$ cat src/design/ecu_regs.vh
// Constants for the extended configuration unit: register offsets, field
// positions, reset values, mode and bias-current encodings.
// Assumes inclusion by bare name from the design files.
`ifndef ECU_REGS_VH
`define ECU_REGS_VH

// ============================================================
// Register offsets (byte addresses, one aligned word each)
`define ECU_CTRL0_OFS      8'h00
`define ECU_PIN_CTRL_OFS   8'h08
`define ECU_IRQ_STAT_OFS   8'h10
`define ECU_IRQ_MASK_OFS   8'h14

// ============================================================
// Control word 0 fields
`define ECU_LKUP_FLAG_BIT  7
`define ECU_LKUP_EN_BIT    6
`define ECU_CTRL0_RST      32'h0000_0040

// ============================================================
// Pin control half-word fields (minus pin in upper half, plus pin lower)
`define ECU_HALF_W         16
`define ECU_MINUS_BASE     16
`define ECU_F_RESULT       12
`define ECU_F_BUFCMP       11
`define ECU_F_CODE_HI      10
`define ECU_F_CODE_LO      5
`define ECU_F_PDSEL        4
`define ECU_F_PUSEL        3
`define ECU_F_BIAS_HI      2
`define ECU_F_BIAS_LO      1
`define ECU_F_DRIVE        0
`define ECU_PIN_HALF_RST   16'h0010

// ============================================================
// Interrupt status bits
`define ECU_IRQ_LKUP_BIT   0
`define ECU_IRQ_CMPM_BIT   1
`define ECU_IRQ_CMPP_BIT   2
`define ECU_IRQ_W          3

// ============================================================
// Bias current encodings
`define ECU_BIAS_PD_B      2'h1
`define ECU_BIAS_PU        2'h2
`define ECU_BIAS_PD_A      2'h3

// ============================================================
// Mode select codes, ordered {pulldown, pullup, bufcmp, drive}
`define ECU_SEL_DAC        4'hC
`define ECU_SEL_DACBUF     4'hF
`define ECU_SEL_CMP        4'hE
`define ECU_SEL_PULLUP     4'h4
`define ECU_SEL_PULLDN     4'h8

// ============================================================
// One-hot analog modes
`define ECU_MODE_W         6
`define ECU_MODE_OFF       6'h01
`define ECU_MODE_DAC       6'h02
`define ECU_MODE_DACBUF    6'h04
`define ECU_MODE_CMP       6'h08
`define ECU_MODE_PULLUP    6'h10
`define ECU_MODE_PULLDN    6'h20

`endif

$ cat src/design/ecu_pin_ctrl.v
// One charger-detection pin: mode decode, bias decode and comparator sync.
// Assumes the comparator result arrives asynchronously from the analog side.
`timescale 1ns/100ps
`default_nettype none
`include "ecu_regs.vh"

module ecu_pin_ctrl (
  input  wire        core_clk,       // System bus clock
  input  wire        resetn,         // Async active-low system reset
  input  wire        pd_sel,         // Pull-down select bit
  input  wire        pu_sel,         // Pull-up select bit
  input  wire        bufcmp_en,      // Buffer/comparator enable bit
  input  wire        drive_en,       // Buffer drive enable bit
  input  wire [1:0]  bias_sel,       // Bias current select
  input  wire        cmp_async,      // Raw comparator output
  output reg  [5:0]  mode,           // One-hot analog mode
  output reg         wpu_en,         // Weak pull-up current
  output reg         wpd_a_en,       // Weak pull-down current a
  output reg         wpd_b_en,       // Weak pull-down current b
  output reg         cmp_sync,       // Synchronised comparator result
  output wire        cmp_change      // One-cycle pulse on result change
);

  // ============================================================
  // Synchroniser: three stages, a change counts when stages two and three agree
  reg s1_reg;
  reg s2_reg;
  reg s3_reg;
  always @(posedge core_clk or negedge resetn) begin
    if (!resetn) begin
      s1_reg   <= 1'b0;
      s2_reg   <= 1'b0;
      s3_reg   <= 1'b0;
      cmp_sync <= 1'b0;
    end else begin
      s1_reg <= cmp_async;
      s2_reg <= s1_reg;
      s3_reg <= s2_reg;
      if (s2_reg == s3_reg) begin
        cmp_sync <= s3_reg; // RL17
      end
    end
  end
  assign cmp_change = (s2_reg == s3_reg) && (s3_reg != cmp_sync);

  // ============================================================
  // Mode decode; combinations not listed leave the analog path off
  reg [5:0] mode_next;
  always @* begin
    case ({pd_sel, pu_sel, bufcmp_en, drive_en})
      `ECU_SEL_DAC:    mode_next = `ECU_MODE_DAC;    // RL6
      `ECU_SEL_DACBUF: mode_next = `ECU_MODE_DACBUF; // RL7
      `ECU_SEL_CMP:    mode_next = `ECU_MODE_CMP;    // RL8 RL9
      `ECU_SEL_PULLUP: mode_next = `ECU_MODE_PULLUP; // RL10
      `ECU_SEL_PULLDN: mode_next = `ECU_MODE_PULLDN; // RL11
      default: mode_next = `ECU_MODE_OFF;    // RL15
    endcase
  end

  // Registered so analog controls never glitch during a write
  always @(posedge core_clk or negedge resetn) begin
    if (!resetn) begin
      // Reset control selects pull-down, so the pin must not float in reset
      mode     <= `ECU_MODE_PULLDN; // RL11
      wpu_en   <= 1'b0;
      wpd_a_en <= 1'b0;
      wpd_b_en <= 1'b0;
    end else begin
      mode     <= mode_next;
      wpu_en   <= (bias_sel == `ECU_BIAS_PU);   // RL12
      wpd_a_en <= (bias_sel == `ECU_BIAS_PD_A); // RL13
      wpd_b_en <= (bias_sel == `ECU_BIAS_PD_B); // RL14
    end
  end

endmodule // ecu_pin_ctrl
`default_nettype wire

$ cat src/design/ecu_top.v
// Extended configuration unit: lock-up monitor and charger-pin mode control.
// Assumes a single-cycle strobe register port on the system bus clock and
// that resetn is the full system reset only, not the lock-up reset.
//
// Summary of operation
// RL1 - Runs on bus clock; only system reset clears
// RL2 - Enable bit gates lock-up watching
// RL3 - Lock-up requests reset, sets surviving flag
// RL4 - Writing one clears flag; zero keeps
// RL5 - Six-bit code per pin, voltage and resistor
// RL6 - 1100 selects unbuffered DAC mode
// RL7 - 1111 selects buffered DAC mode
// RL8 - 1110 selects comparator mode
// RL9 - Comparator result delivered to logic
// RL10 - 0100 selects programmable pull-up mode
// RL11 - 1000 selects programmable pull-down mode
// RL12 - Bias 10 enables weak pull-up current
// RL13 - Bias 11 enables weak pull-down a
// RL14 - Bias 01 enables weak pull-down b
// RL15 - Both selects zero disables DAC, pulls
// RL16 - Monitor enable resets to one, RW
// RL17 - Comparator result synchronised before reading
// RL18 - Each pin has independent identical controls
//
// The address map and the address-and-strobe port are this design's own decisions.
`timescale 1ns/100ps
`default_nettype none
`include "ecu_regs.vh"

module ecu_top (
  input  wire        core_clk,        // System bus clock
  input  wire        resetn,          // Async active-low system reset
  input  wire [7:0]  reg_addr,        // Register byte address
  input  wire [31:0] reg_wdata,       // Write data
  input  wire        reg_wr,          // Write strobe
  input  wire        reg_rd,          // Read strobe
  output reg  [31:0] reg_rdata,       // Read data, cycle after strobe
  input  wire        cpu_lockup,      // Processor lock-up level
  output reg         sw_reset_req,    // One-cycle system reset request
  output wire        irq,             // Level interrupt
  output wire [5:0]  minus_dac_code,  // Minus pin DAC code
  output wire [5:0]  minus_mode,      // Minus pin one-hot mode
  output wire        minus_wpu_en,    // Minus pin weak pull-up current
  output wire        minus_wpd_a_en,  // Minus pin weak pull-down a
  output wire        minus_wpd_b_en,  // Minus pin weak pull-down b
  input  wire        minus_cmp_in,    // Minus pin raw comparator
  output wire [5:0]  plus_dac_code,   // Plus pin DAC code
  output wire [5:0]  plus_mode,       // Plus pin one-hot mode
  output wire        plus_wpu_en,     // Plus pin weak pull-up current
  output wire        plus_wpd_a_en,   // Plus pin weak pull-down a
  output wire        plus_wpd_b_en,   // Plus pin weak pull-down b
  input  wire        plus_cmp_in      // Plus pin raw comparator
);

  // ============================================================
  // Register decode
  wire wr_ctrl0 = reg_wr && (reg_addr == `ECU_CTRL0_OFS);
  wire wr_pin   = reg_wr && (reg_addr == `ECU_PIN_CTRL_OFS);
  wire wr_stat  = reg_wr && (reg_addr == `ECU_IRQ_STAT_OFS);
  wire wr_mask  = reg_wr && (reg_addr == `ECU_IRQ_MASK_OFS);

  // ============================================================
  // Control state; only the system reset returns it to defaults
  reg                   lkup_en_reg;
  reg                   lkup_flag_reg;
  reg [`ECU_HALF_W-1:0] minus_ctl_reg;
  reg [`ECU_HALF_W-1:0] plus_ctl_reg;
  reg [`ECU_IRQ_W-1:0]  irq_stat_reg;
  reg [`ECU_IRQ_W-1:0]  irq_mask_reg;
  reg                   lkup_d_reg;

  // Lock-up edge detect so a held lock-up requests one reset only
  wire lkup_event = cpu_lockup && !lkup_d_reg && lkup_en_reg; // RL2

  wire       minus_cmp;
  wire       plus_cmp;
  wire       minus_chg;
  wire       plus_chg;

  wire [`ECU_IRQ_W-1:0] irq_events = {plus_chg, minus_chg, lkup_event};

  always @(posedge core_clk or negedge resetn) begin // RL1
    if (!resetn) begin
      lkup_en_reg   <= 1'b1; // RL16
      lkup_flag_reg <= 1'b0;
      lkup_d_reg    <= 1'b0;
      sw_reset_req  <= 1'b0;
      minus_ctl_reg <= `ECU_PIN_HALF_RST;
      plus_ctl_reg  <= `ECU_PIN_HALF_RST;
      irq_stat_reg  <= {`ECU_IRQ_W{1'b0}};
      irq_mask_reg  <= {`ECU_IRQ_W{1'b0}};
    end else begin
      lkup_d_reg   <= cpu_lockup;
      sw_reset_req <= lkup_event; // RL3
      if (wr_ctrl0) begin
        lkup_en_reg <= reg_wdata[`ECU_LKUP_EN_BIT]; // RL16
      end
      // Set wins over a same-cycle clear
      if (lkup_event) begin
        lkup_flag_reg <= 1'b1; // RL3
      end else if (wr_ctrl0 && reg_wdata[`ECU_LKUP_FLAG_BIT]) begin
        lkup_flag_reg <= 1'b0; // RL4
      end
      if (wr_pin) begin
        minus_ctl_reg <= reg_wdata[`ECU_MINUS_BASE +: `ECU_HALF_W]; // RL18
        plus_ctl_reg  <= reg_wdata[0 +: `ECU_HALF_W];
      end
      if (wr_mask) begin
        irq_mask_reg <= reg_wdata[`ECU_IRQ_W-1:0];
      end
      irq_stat_reg <= (irq_stat_reg & ~(wr_stat ? reg_wdata[`ECU_IRQ_W-1:0] : {`ECU_IRQ_W{1'b0}}))
                      | irq_events;
    end
  end

  assign irq = |(irq_stat_reg & irq_mask_reg);

  // ============================================================
  // Per-pin decode, one instance each
  assign minus_dac_code = minus_ctl_reg[`ECU_F_CODE_HI:`ECU_F_CODE_LO]; // RL5
  assign plus_dac_code  = plus_ctl_reg[`ECU_F_CODE_HI:`ECU_F_CODE_LO];  // RL5

  ecu_pin_ctrl u_minus (
    .core_clk   (core_clk),
    .resetn     (resetn),
    .pd_sel     (minus_ctl_reg[`ECU_F_PDSEL]),
    .pu_sel     (minus_ctl_reg[`ECU_F_PUSEL]),
    .bufcmp_en  (minus_ctl_reg[`ECU_F_BUFCMP]),
    .drive_en   (minus_ctl_reg[`ECU_F_DRIVE]),
    .bias_sel   (minus_ctl_reg[`ECU_F_BIAS_HI:`ECU_F_BIAS_LO]),
    .cmp_async  (minus_cmp_in),
    .mode       (minus_mode),
    .wpu_en     (minus_wpu_en),
    .wpd_a_en   (minus_wpd_a_en),
    .wpd_b_en   (minus_wpd_b_en),
    .cmp_sync   (minus_cmp),
    .cmp_change (minus_chg)
  );

  ecu_pin_ctrl u_plus (
    .core_clk   (core_clk),
    .resetn     (resetn),
    .pd_sel     (plus_ctl_reg[`ECU_F_PDSEL]),
    .pu_sel     (plus_ctl_reg[`ECU_F_PUSEL]),
    .bufcmp_en  (plus_ctl_reg[`ECU_F_BUFCMP]),
    .drive_en   (plus_ctl_reg[`ECU_F_DRIVE]),
    .bias_sel   (plus_ctl_reg[`ECU_F_BIAS_HI:`ECU_F_BIAS_LO]),
    .cmp_async  (plus_cmp_in),
    .mode       (plus_mode),
    .wpu_en     (plus_wpu_en),
    .wpd_a_en   (plus_wpd_a_en),
    .wpd_b_en   (plus_wpd_b_en),
    .cmp_sync   (plus_cmp),
    .cmp_change (plus_chg)
  );

  // ============================================================
  // Read path: result bits replace the stored bit 12 of each half
  reg [`ECU_HALF_W-1:0] minus_rd;
  reg [`ECU_HALF_W-1:0] plus_rd;
  always @* begin
    minus_rd = minus_ctl_reg;
    plus_rd  = plus_ctl_reg;
    minus_rd[`ECU_HALF_W-1:`ECU_F_RESULT] = 4'h0;
    plus_rd[`ECU_HALF_W-1:`ECU_F_RESULT]  = 4'h0;
    minus_rd[`ECU_F_RESULT] = minus_cmp; // RL9 RL17
    plus_rd[`ECU_F_RESULT]  = plus_cmp;
  end

  // Unmapped addresses read as zero
  always @(posedge core_clk or negedge resetn) begin
    if (!resetn) begin
      reg_rdata <= 32'h0000_0000;
    end else if (reg_rd) begin
      case (reg_addr)
        `ECU_CTRL0_OFS: begin
          reg_rdata <= 32'h0000_0000;
          reg_rdata[`ECU_LKUP_FLAG_BIT] <= lkup_flag_reg;
          reg_rdata[`ECU_LKUP_EN_BIT]   <= lkup_en_reg;
        end
        `ECU_PIN_CTRL_OFS: reg_rdata <= {minus_rd, plus_rd};
        `ECU_IRQ_STAT_OFS: reg_rdata <= {29'h0000_0000, irq_stat_reg};
        `ECU_IRQ_MASK_OFS: reg_rdata <= {29'h0000_0000, irq_mask_reg};
        default:           reg_rdata <= 32'h0000_0000;
      endcase
    end else begin
      reg_rdata <= 32'h0000_0000;
    end
  end

endmodule // ecu_top
`default_nettype wire

$ cat config.mk
export PLATFORM = sky130hd
export DESIGN_NAME = ecu_top
export DESIGN_NICKNAME = d
export VERILOG_FILES = /design/src/design/ecu_pin_ctrl.v /design/src/design/ecu_top.v
export VERILOG_INCLUDE_DIRS = /design/src /design/src/design
export SDC_FILE = /design/constraint.sdc
export NUM_CORES = 1
export LEC_CHECK = 0
export ABC_CLOCK_PERIOD_IN_PS = 1050
export BUFFER_PORTS_ARGS = -buffer_cell sky130_fd_sc_hd__buf_2
export CAP_MARGIN = 10
export CORE_MARGIN = 2
export CORE_UTILIZATION = 50
export DETAILED_ROUTE_END_ITERATION = 6
export PLACE_DENSITY = 0.79
export REMOVE_ABC_BUFFERS = 1
export SYNTH_ARGS = -nofsm -noshare
export SYNTH_HDL_FRONTEND = slang
export SYNTH_SLANG_ARGS = --single-unit
$ cat constraint.sdc
create_clock -name core_clk -period 1.05 [get_ports core_clk]
set_input_delay 0.21 -clock core_clk [delete_from_list [all_inputs] [get_ports core_clk]]
set_output_delay 0.21 -clock core_clk [all_outputs]
set_load 0.02 [all_outputs]
## Yosys cells after proc, flatten, opt, wreduce, memory -nomap -nowiden

Index checks and enable logic that the tools add are counted.

- Bitwise gates (word level): 4
- Reductions and logical operators: 13
- Eq/ne operators: 23
- Muxes and demuxes: 7

Operators with widths:

| cell | count |
|---|---|
| $pmux 29 s4 | 1 |
| $pmux 6 s5 | 2 |
| $eq 4x4->1 const B | 8 |
| $mux 32 | 1 |
| $eq 8x5->1 const B | 2 |
| $logic_and 1x1->1 | 9 |
| $eq 2x2->1 const B | 4 |
| $eq 4x3->1 const B | 2 |
| $eq 8x4->1 const B | 1 |
| $logic_not 8->1 | 1 |
| $and 3x3->3 | 2 |
| $eq 2x1->1 const B | 2 |
| $mux 3 | 1 |
| $not 3->3 | 1 |
| $or 3x3->3 | 1 |
| $reduce_or 3->1 | 1 |
| $eq 1x1->1 | 2 |
| $mux 1 | 2 |
| $ne 1x1->1 | 2 |
| $reduce_bool 2->1 | 1 |
| $logic_not 1->1 | 1 |

- Output and inout port bits: 64
- Logic and storage cells: 72
- Register bits after elaboration: 92

## Logic depth before layout (Yosys ltp)

- Depth in word-level cells: 6
- Gate-level depth with buffers: 4

## By module

A second synthesis with hierarchy kept.

- Cells, all modules: 235
- Area total of the unflattened synthesis: 3382.0 µm²

Modules (own cells, without submodules):

| module | seq. area each (µm²) | cells each | times used | area each (µm²) |
|---|---|---|---|---|
| ecu_top | 1505.2 | 175 | 1 | 2528.7 |
| ecu_pin_ctrl | 326.6 | 30 | 2 | 426.7 |

## Least setup slack after synthesis

Ideal clock, no wire load.

- Path kind: input-to-reg
- From: input port reg_addr[1]
- To: register minus_ctl_reg[0]
- Required time: 0.925 ns
- Path slack: -0.415 ns
- Arrival time: 1.340 ns
- Stages: 4
- Path buffers: 1
- Setup time: 0.125 ns
- Cell sequence: nor3_2 nand4b_4 buf_6 mux2_4

- Longest elaborated chain between the ends: 2

RTL lines:

| item | line | RTL |
|---|---|---|
| start, declared | ecu_top.v:33 | `input wire [7:0] reg_addr,` |
| $eq 8x4->1 | n/a |  |
| $logic_and 1x1->1 | ecu_top.v:58 | `` wire wr_pin = reg_wr && (reg_addr == `ECU_PIN_CTRL_OFS); `` |
| end signal, assigned | ecu_top.v:88 | `` minus_ctl_reg <= `ECU_PIN_HALF_RST; `` |
| end signal, assigned | ecu_top.v:105 | `` minus_ctl_reg <= reg_wdata[`ECU_MINUS_BASE +: `ECU_HALF_W]; `` |
| end, declared | ecu_top.v:66 | `` reg [`ECU_HALF_W-1:0] minus_ctl_reg; `` |

Every way passes these cells.
A chain may end at the register's enable or synchronous reset.

## Worst setup path after layout

- From: register irq_mask_reg[2]
- To: output port irq

- Longest elaborated chain between the ends: 2

RTL lines:

| item | line | RTL |
|---|---|---|
| start, declared | ecu_top.v:69 | `` reg [`ECU_IRQ_W-1:0] irq_mask_reg; `` |
| start signal, assigned | ecu_top.v:91 | `` irq_mask_reg <= {`ECU_IRQ_W{1'b0}}; `` |
| start signal, assigned | ecu_top.v:109 | `` irq_mask_reg <= reg_wdata[`ECU_IRQ_W-1:0]; `` |
| $and 3x3->3 | ecu_top.v:116 | `assign irq = \|(irq_stat_reg & irq_mask_reg);` |
| $reduce_or 3->1 | ecu_top.v:116 |  |
| end, declared | ecu_top.v:40 | `output wire irq,` |

Every way passes these cells.

==> flow_summary.ini <==
[status]
status = finished, violations left
failed_checks = setup timing

[setup_path]
setup.worst_path.end_class = primary output
critPathBufInv = 2
startpoint_type = flop
ff2ff_setup_slack_ns = 0.01
arrival_ns = 1.32
r2r_start = plus_ctl_reg[6]
crit_family = flip-flops
crit_path_top_delay_cell = dfrtp_1
crit_chain = a222oi_1, inv_1, buf_2
critical_path.max_fanout = 2
reg2reg_depth = 3
worst_path_largest_cell_delay_ns = 0.38
crit_required_ns = 0.84
r2r_end = plus_ctl_reg[6]
startpoint = irq_mask_reg[2]
critPathKind = reg2out

[cts]
clockBufferDepth = 2
numCtsBuffers = 9
cts_tree = built
clkTransAtPathRegs_ns = 0.08
ctsRootBufferMaster = clkbuf_8
cts_sinks = 86
clk_latency_ns = 0.35
cts_htree_levels = 3

[synthesis]
synth_xor_area_share_pct = 0
synth_compound_area_share_pct = 3.037
ys_top_cells_by_area = dfrtp_1 (59%), mux2_4 (8.7%), buf_4 (3.9%)
yosys.area_share.adder_pct = 0.5785
ys_warn_count = 0
synth_top_area_share_pct = 58.57
synth_simple_gate_area_share_pct = 14.50
syn_inst = 255
ys_seq_area_share_pct = 62.36
synth_area_per_cell_um2 = 13.57
synth_top_cell_by_area = dfrtp_1
ys_types = 36
synth.area.mux_share_pct = 11.86
synth_area_um2 = 3461
synth-seq-cells = 86
synth_top_family_by_area = simple AND/OR/NAND/NOR gates

[power_and_ir_drop]
intPower_mw = 4.899
share_comb_of_total_power_pct = 11.9
ir_drop_v = 0.0007595
p_sw_share_pct = 24.09
powerDensity_nw_per_um2 = 1304
p_leak_nw = 2.484
clockPowerShare_pct = 33.3
switchingPower_mw = 1.554
p_seq_share_pct = 54.7

[cells_and_area]
regArea_um2 = 2160
instances_no_fill = 472
multiInputGateArea_um2 = 1111
layout_commonest_cell = dfrtp_1
fin_nets = 434
fill_cells = 427
final_cell_area_um2 = 4950
drive_gt1_share_pct = 51.53
layout_common_cells = dfrtp_1 (80), buf_6 (64), buf_4 (38), buf_2 (35), mux2_4 (22)
num_antenna_cells = 0
largest_reg_flops = 26
syn_to_final_growth_pct = 43.02

[die]
rows = 30
fp.coreArea_um2 = 6756
die_w_um = 87.20
die_height_um = 87.20
initial_utilization_pct = 51.22
io_pins = 111
die_area_um2 = 7603

[global_routing]
grt-ovfl-total = 0
grt_start_max_net_pins = 31
grt_pass1_vias = 2454
grt_pass1_wl_mm = 11.98
grt_usage_pct = 20.86
antenna_found_initial = 0

[place]
port_buffers = 96
hpwl_mm = 4.812
gp_congestion = 0.8304
place_area_um2 = 4139
dp.cells = 432

[timing]
fin_ws_ns = -0.4784
clock.fmax_ghz = 0.6543
rsz0062_at_grt = yes
finalSetupViolations = 79
min_period_ns = 1.528
worst_clock_skew_ns = 0.007716
fin_hold_ws_ns = 0.08849
hold_violations = 0
fin_crit_sh_pct = 145.6
maxSlewViolCount = 0

[worst_hold_path]
min_to = plus_ctl_reg[9]
hold_depth = 2
min_from = reg_wdata[9]
hold_path.class = in2reg

[detailed_routing]
detail-route-antenna-nets = 0
drt-total-wl_mm = 7.509
avgRoutedWirePerCell_um = 15.91
route.detailed.drc = 0
num_vias = 2395
drtPass1Iterations = 4
viasPerCell = 5.074
drt_iter0_markers = 116

[run]
max_cap_violations = 0
==> worst reg2reg max path: stages (launching register included) <==
cell and delay, ns:
dfrtp_1 0.41, buf_4 0.14, buf_4 0.13, mux2_4 0.25
==> synth_stat cells <==
cell type	n
nand3_1	5
o22ai_1	2
clkbuf_1	9
buf_6	2
mux2_2	8
mux2_4	20
a222oi_1	1
dfrtp_1	81
nor2_1	9
nor2b_1	3
nor3_2	1
nand2b_1	3
nand3_2	1
and4_1	1
nand4b_4	1
inv_1	16
nor4b_1	10
a21oi_1	3
nor3_1	3
nor3b_1	1
conb_1	1
and3b_1	1
nand2_1	4
nand3b_1	6
nor4b_4	1
maj3_1	2
dfstp_2	5
o31a_1	1
nand4_1	5
buf_4	18
buf_2	2
mux2i_1	2
a21o_1	7
a31oi_1	1
and2_1	2
nor4_1	17
==> stage by stage <==
stage | setup slack, ns | util [%] | power (mW) | setup TNS (ns)
2_1_floorplan | -0.6499 | - | 3.846 | -26.79
3_3_place_gp | -0.4007 | 61.26 | 4.199 | -16.97
3_5_place_dp | -0.4280 | 61.26 | 4.220 | -18.28
4_1_cts | -0.5202 | 72.74 | 6.453 | -5.969
5_1_grt | -0.5577 | 73.26 | 6.759 | -5.187
6_report | -0.4784 | 73.26 | 6.454 | -2.542
==> area by class of cell <==
class / count / share of cell area (%)
Inverter: 16 / 1.213
Tap cell: 80 / 2.022
Clock buffer: 14 / 3.488
Sequential cell: 86 / 43.63
Multi-Input combinational cell: 127 / 22.45
Clock inverter: 2 / 0.3033
Timing Repair Buffer: 147 / 26.90
==> worst max path at each step <==
stage                             to  slack (ns)  cells past startpoint
finish                           irq       -0.48                      3
global placement    minus_ctl_reg[8]       -0.40                      5
detailed placement  minus_ctl_reg[2]       -0.43                      5
floorplan           minus_ctl_reg[0]       -0.65                      3
CTS                              irq       -0.52                      3
global route                     irq       -0.56                      3
==> layer usage <==
metal | wire [um] | share of wire [%] | vias to the layer above | track usage (%)
li1 | - | - | 1135 | -
met1 | 3182 | 42 | 1183 | 26.77
met2 | 3976 | 53 | 72 | 35.88
met3 | 300 | 4.0 | 5 | 4.550
met4 | 50 | 0.67 | 0 | 5.734
met5 | 0 | 0 | - | 0
==> cells by family after synthesis <==
logic type	after synthesis
mux	30
fa+ha+maj	2
simple gates	74
buf+inv	47
flops	86
other cells	1
compound gates	15
==> power groups by stage <==
| stage | Sequential, mW | Clock [mW] | Combinational [mW] |
|---|---|---|---|
| finish | 3.53 | 2.15 | 0.771 |
| global route | 3.55 | 2.37 | 0.838 |
| CTS | 3.53 | 2.18 | 0.743 |
| detailed placement | 3.59 | 0 | 0.631 |
| global placement | 3.58 | 0 | 0.617 |
| floorplan | 3.63 | 0 | 0.217 |
==> repair_timing <==
item,CTS,global route
setup endpoints to repair,80,93
resized for setup,123,16
cloned,2,0
pin swaps,3,2
buffers inserted,15,7
endpoints found under the hold margin,85,0
hold buffers,4,0
Power figures use the tool's default switching activity.
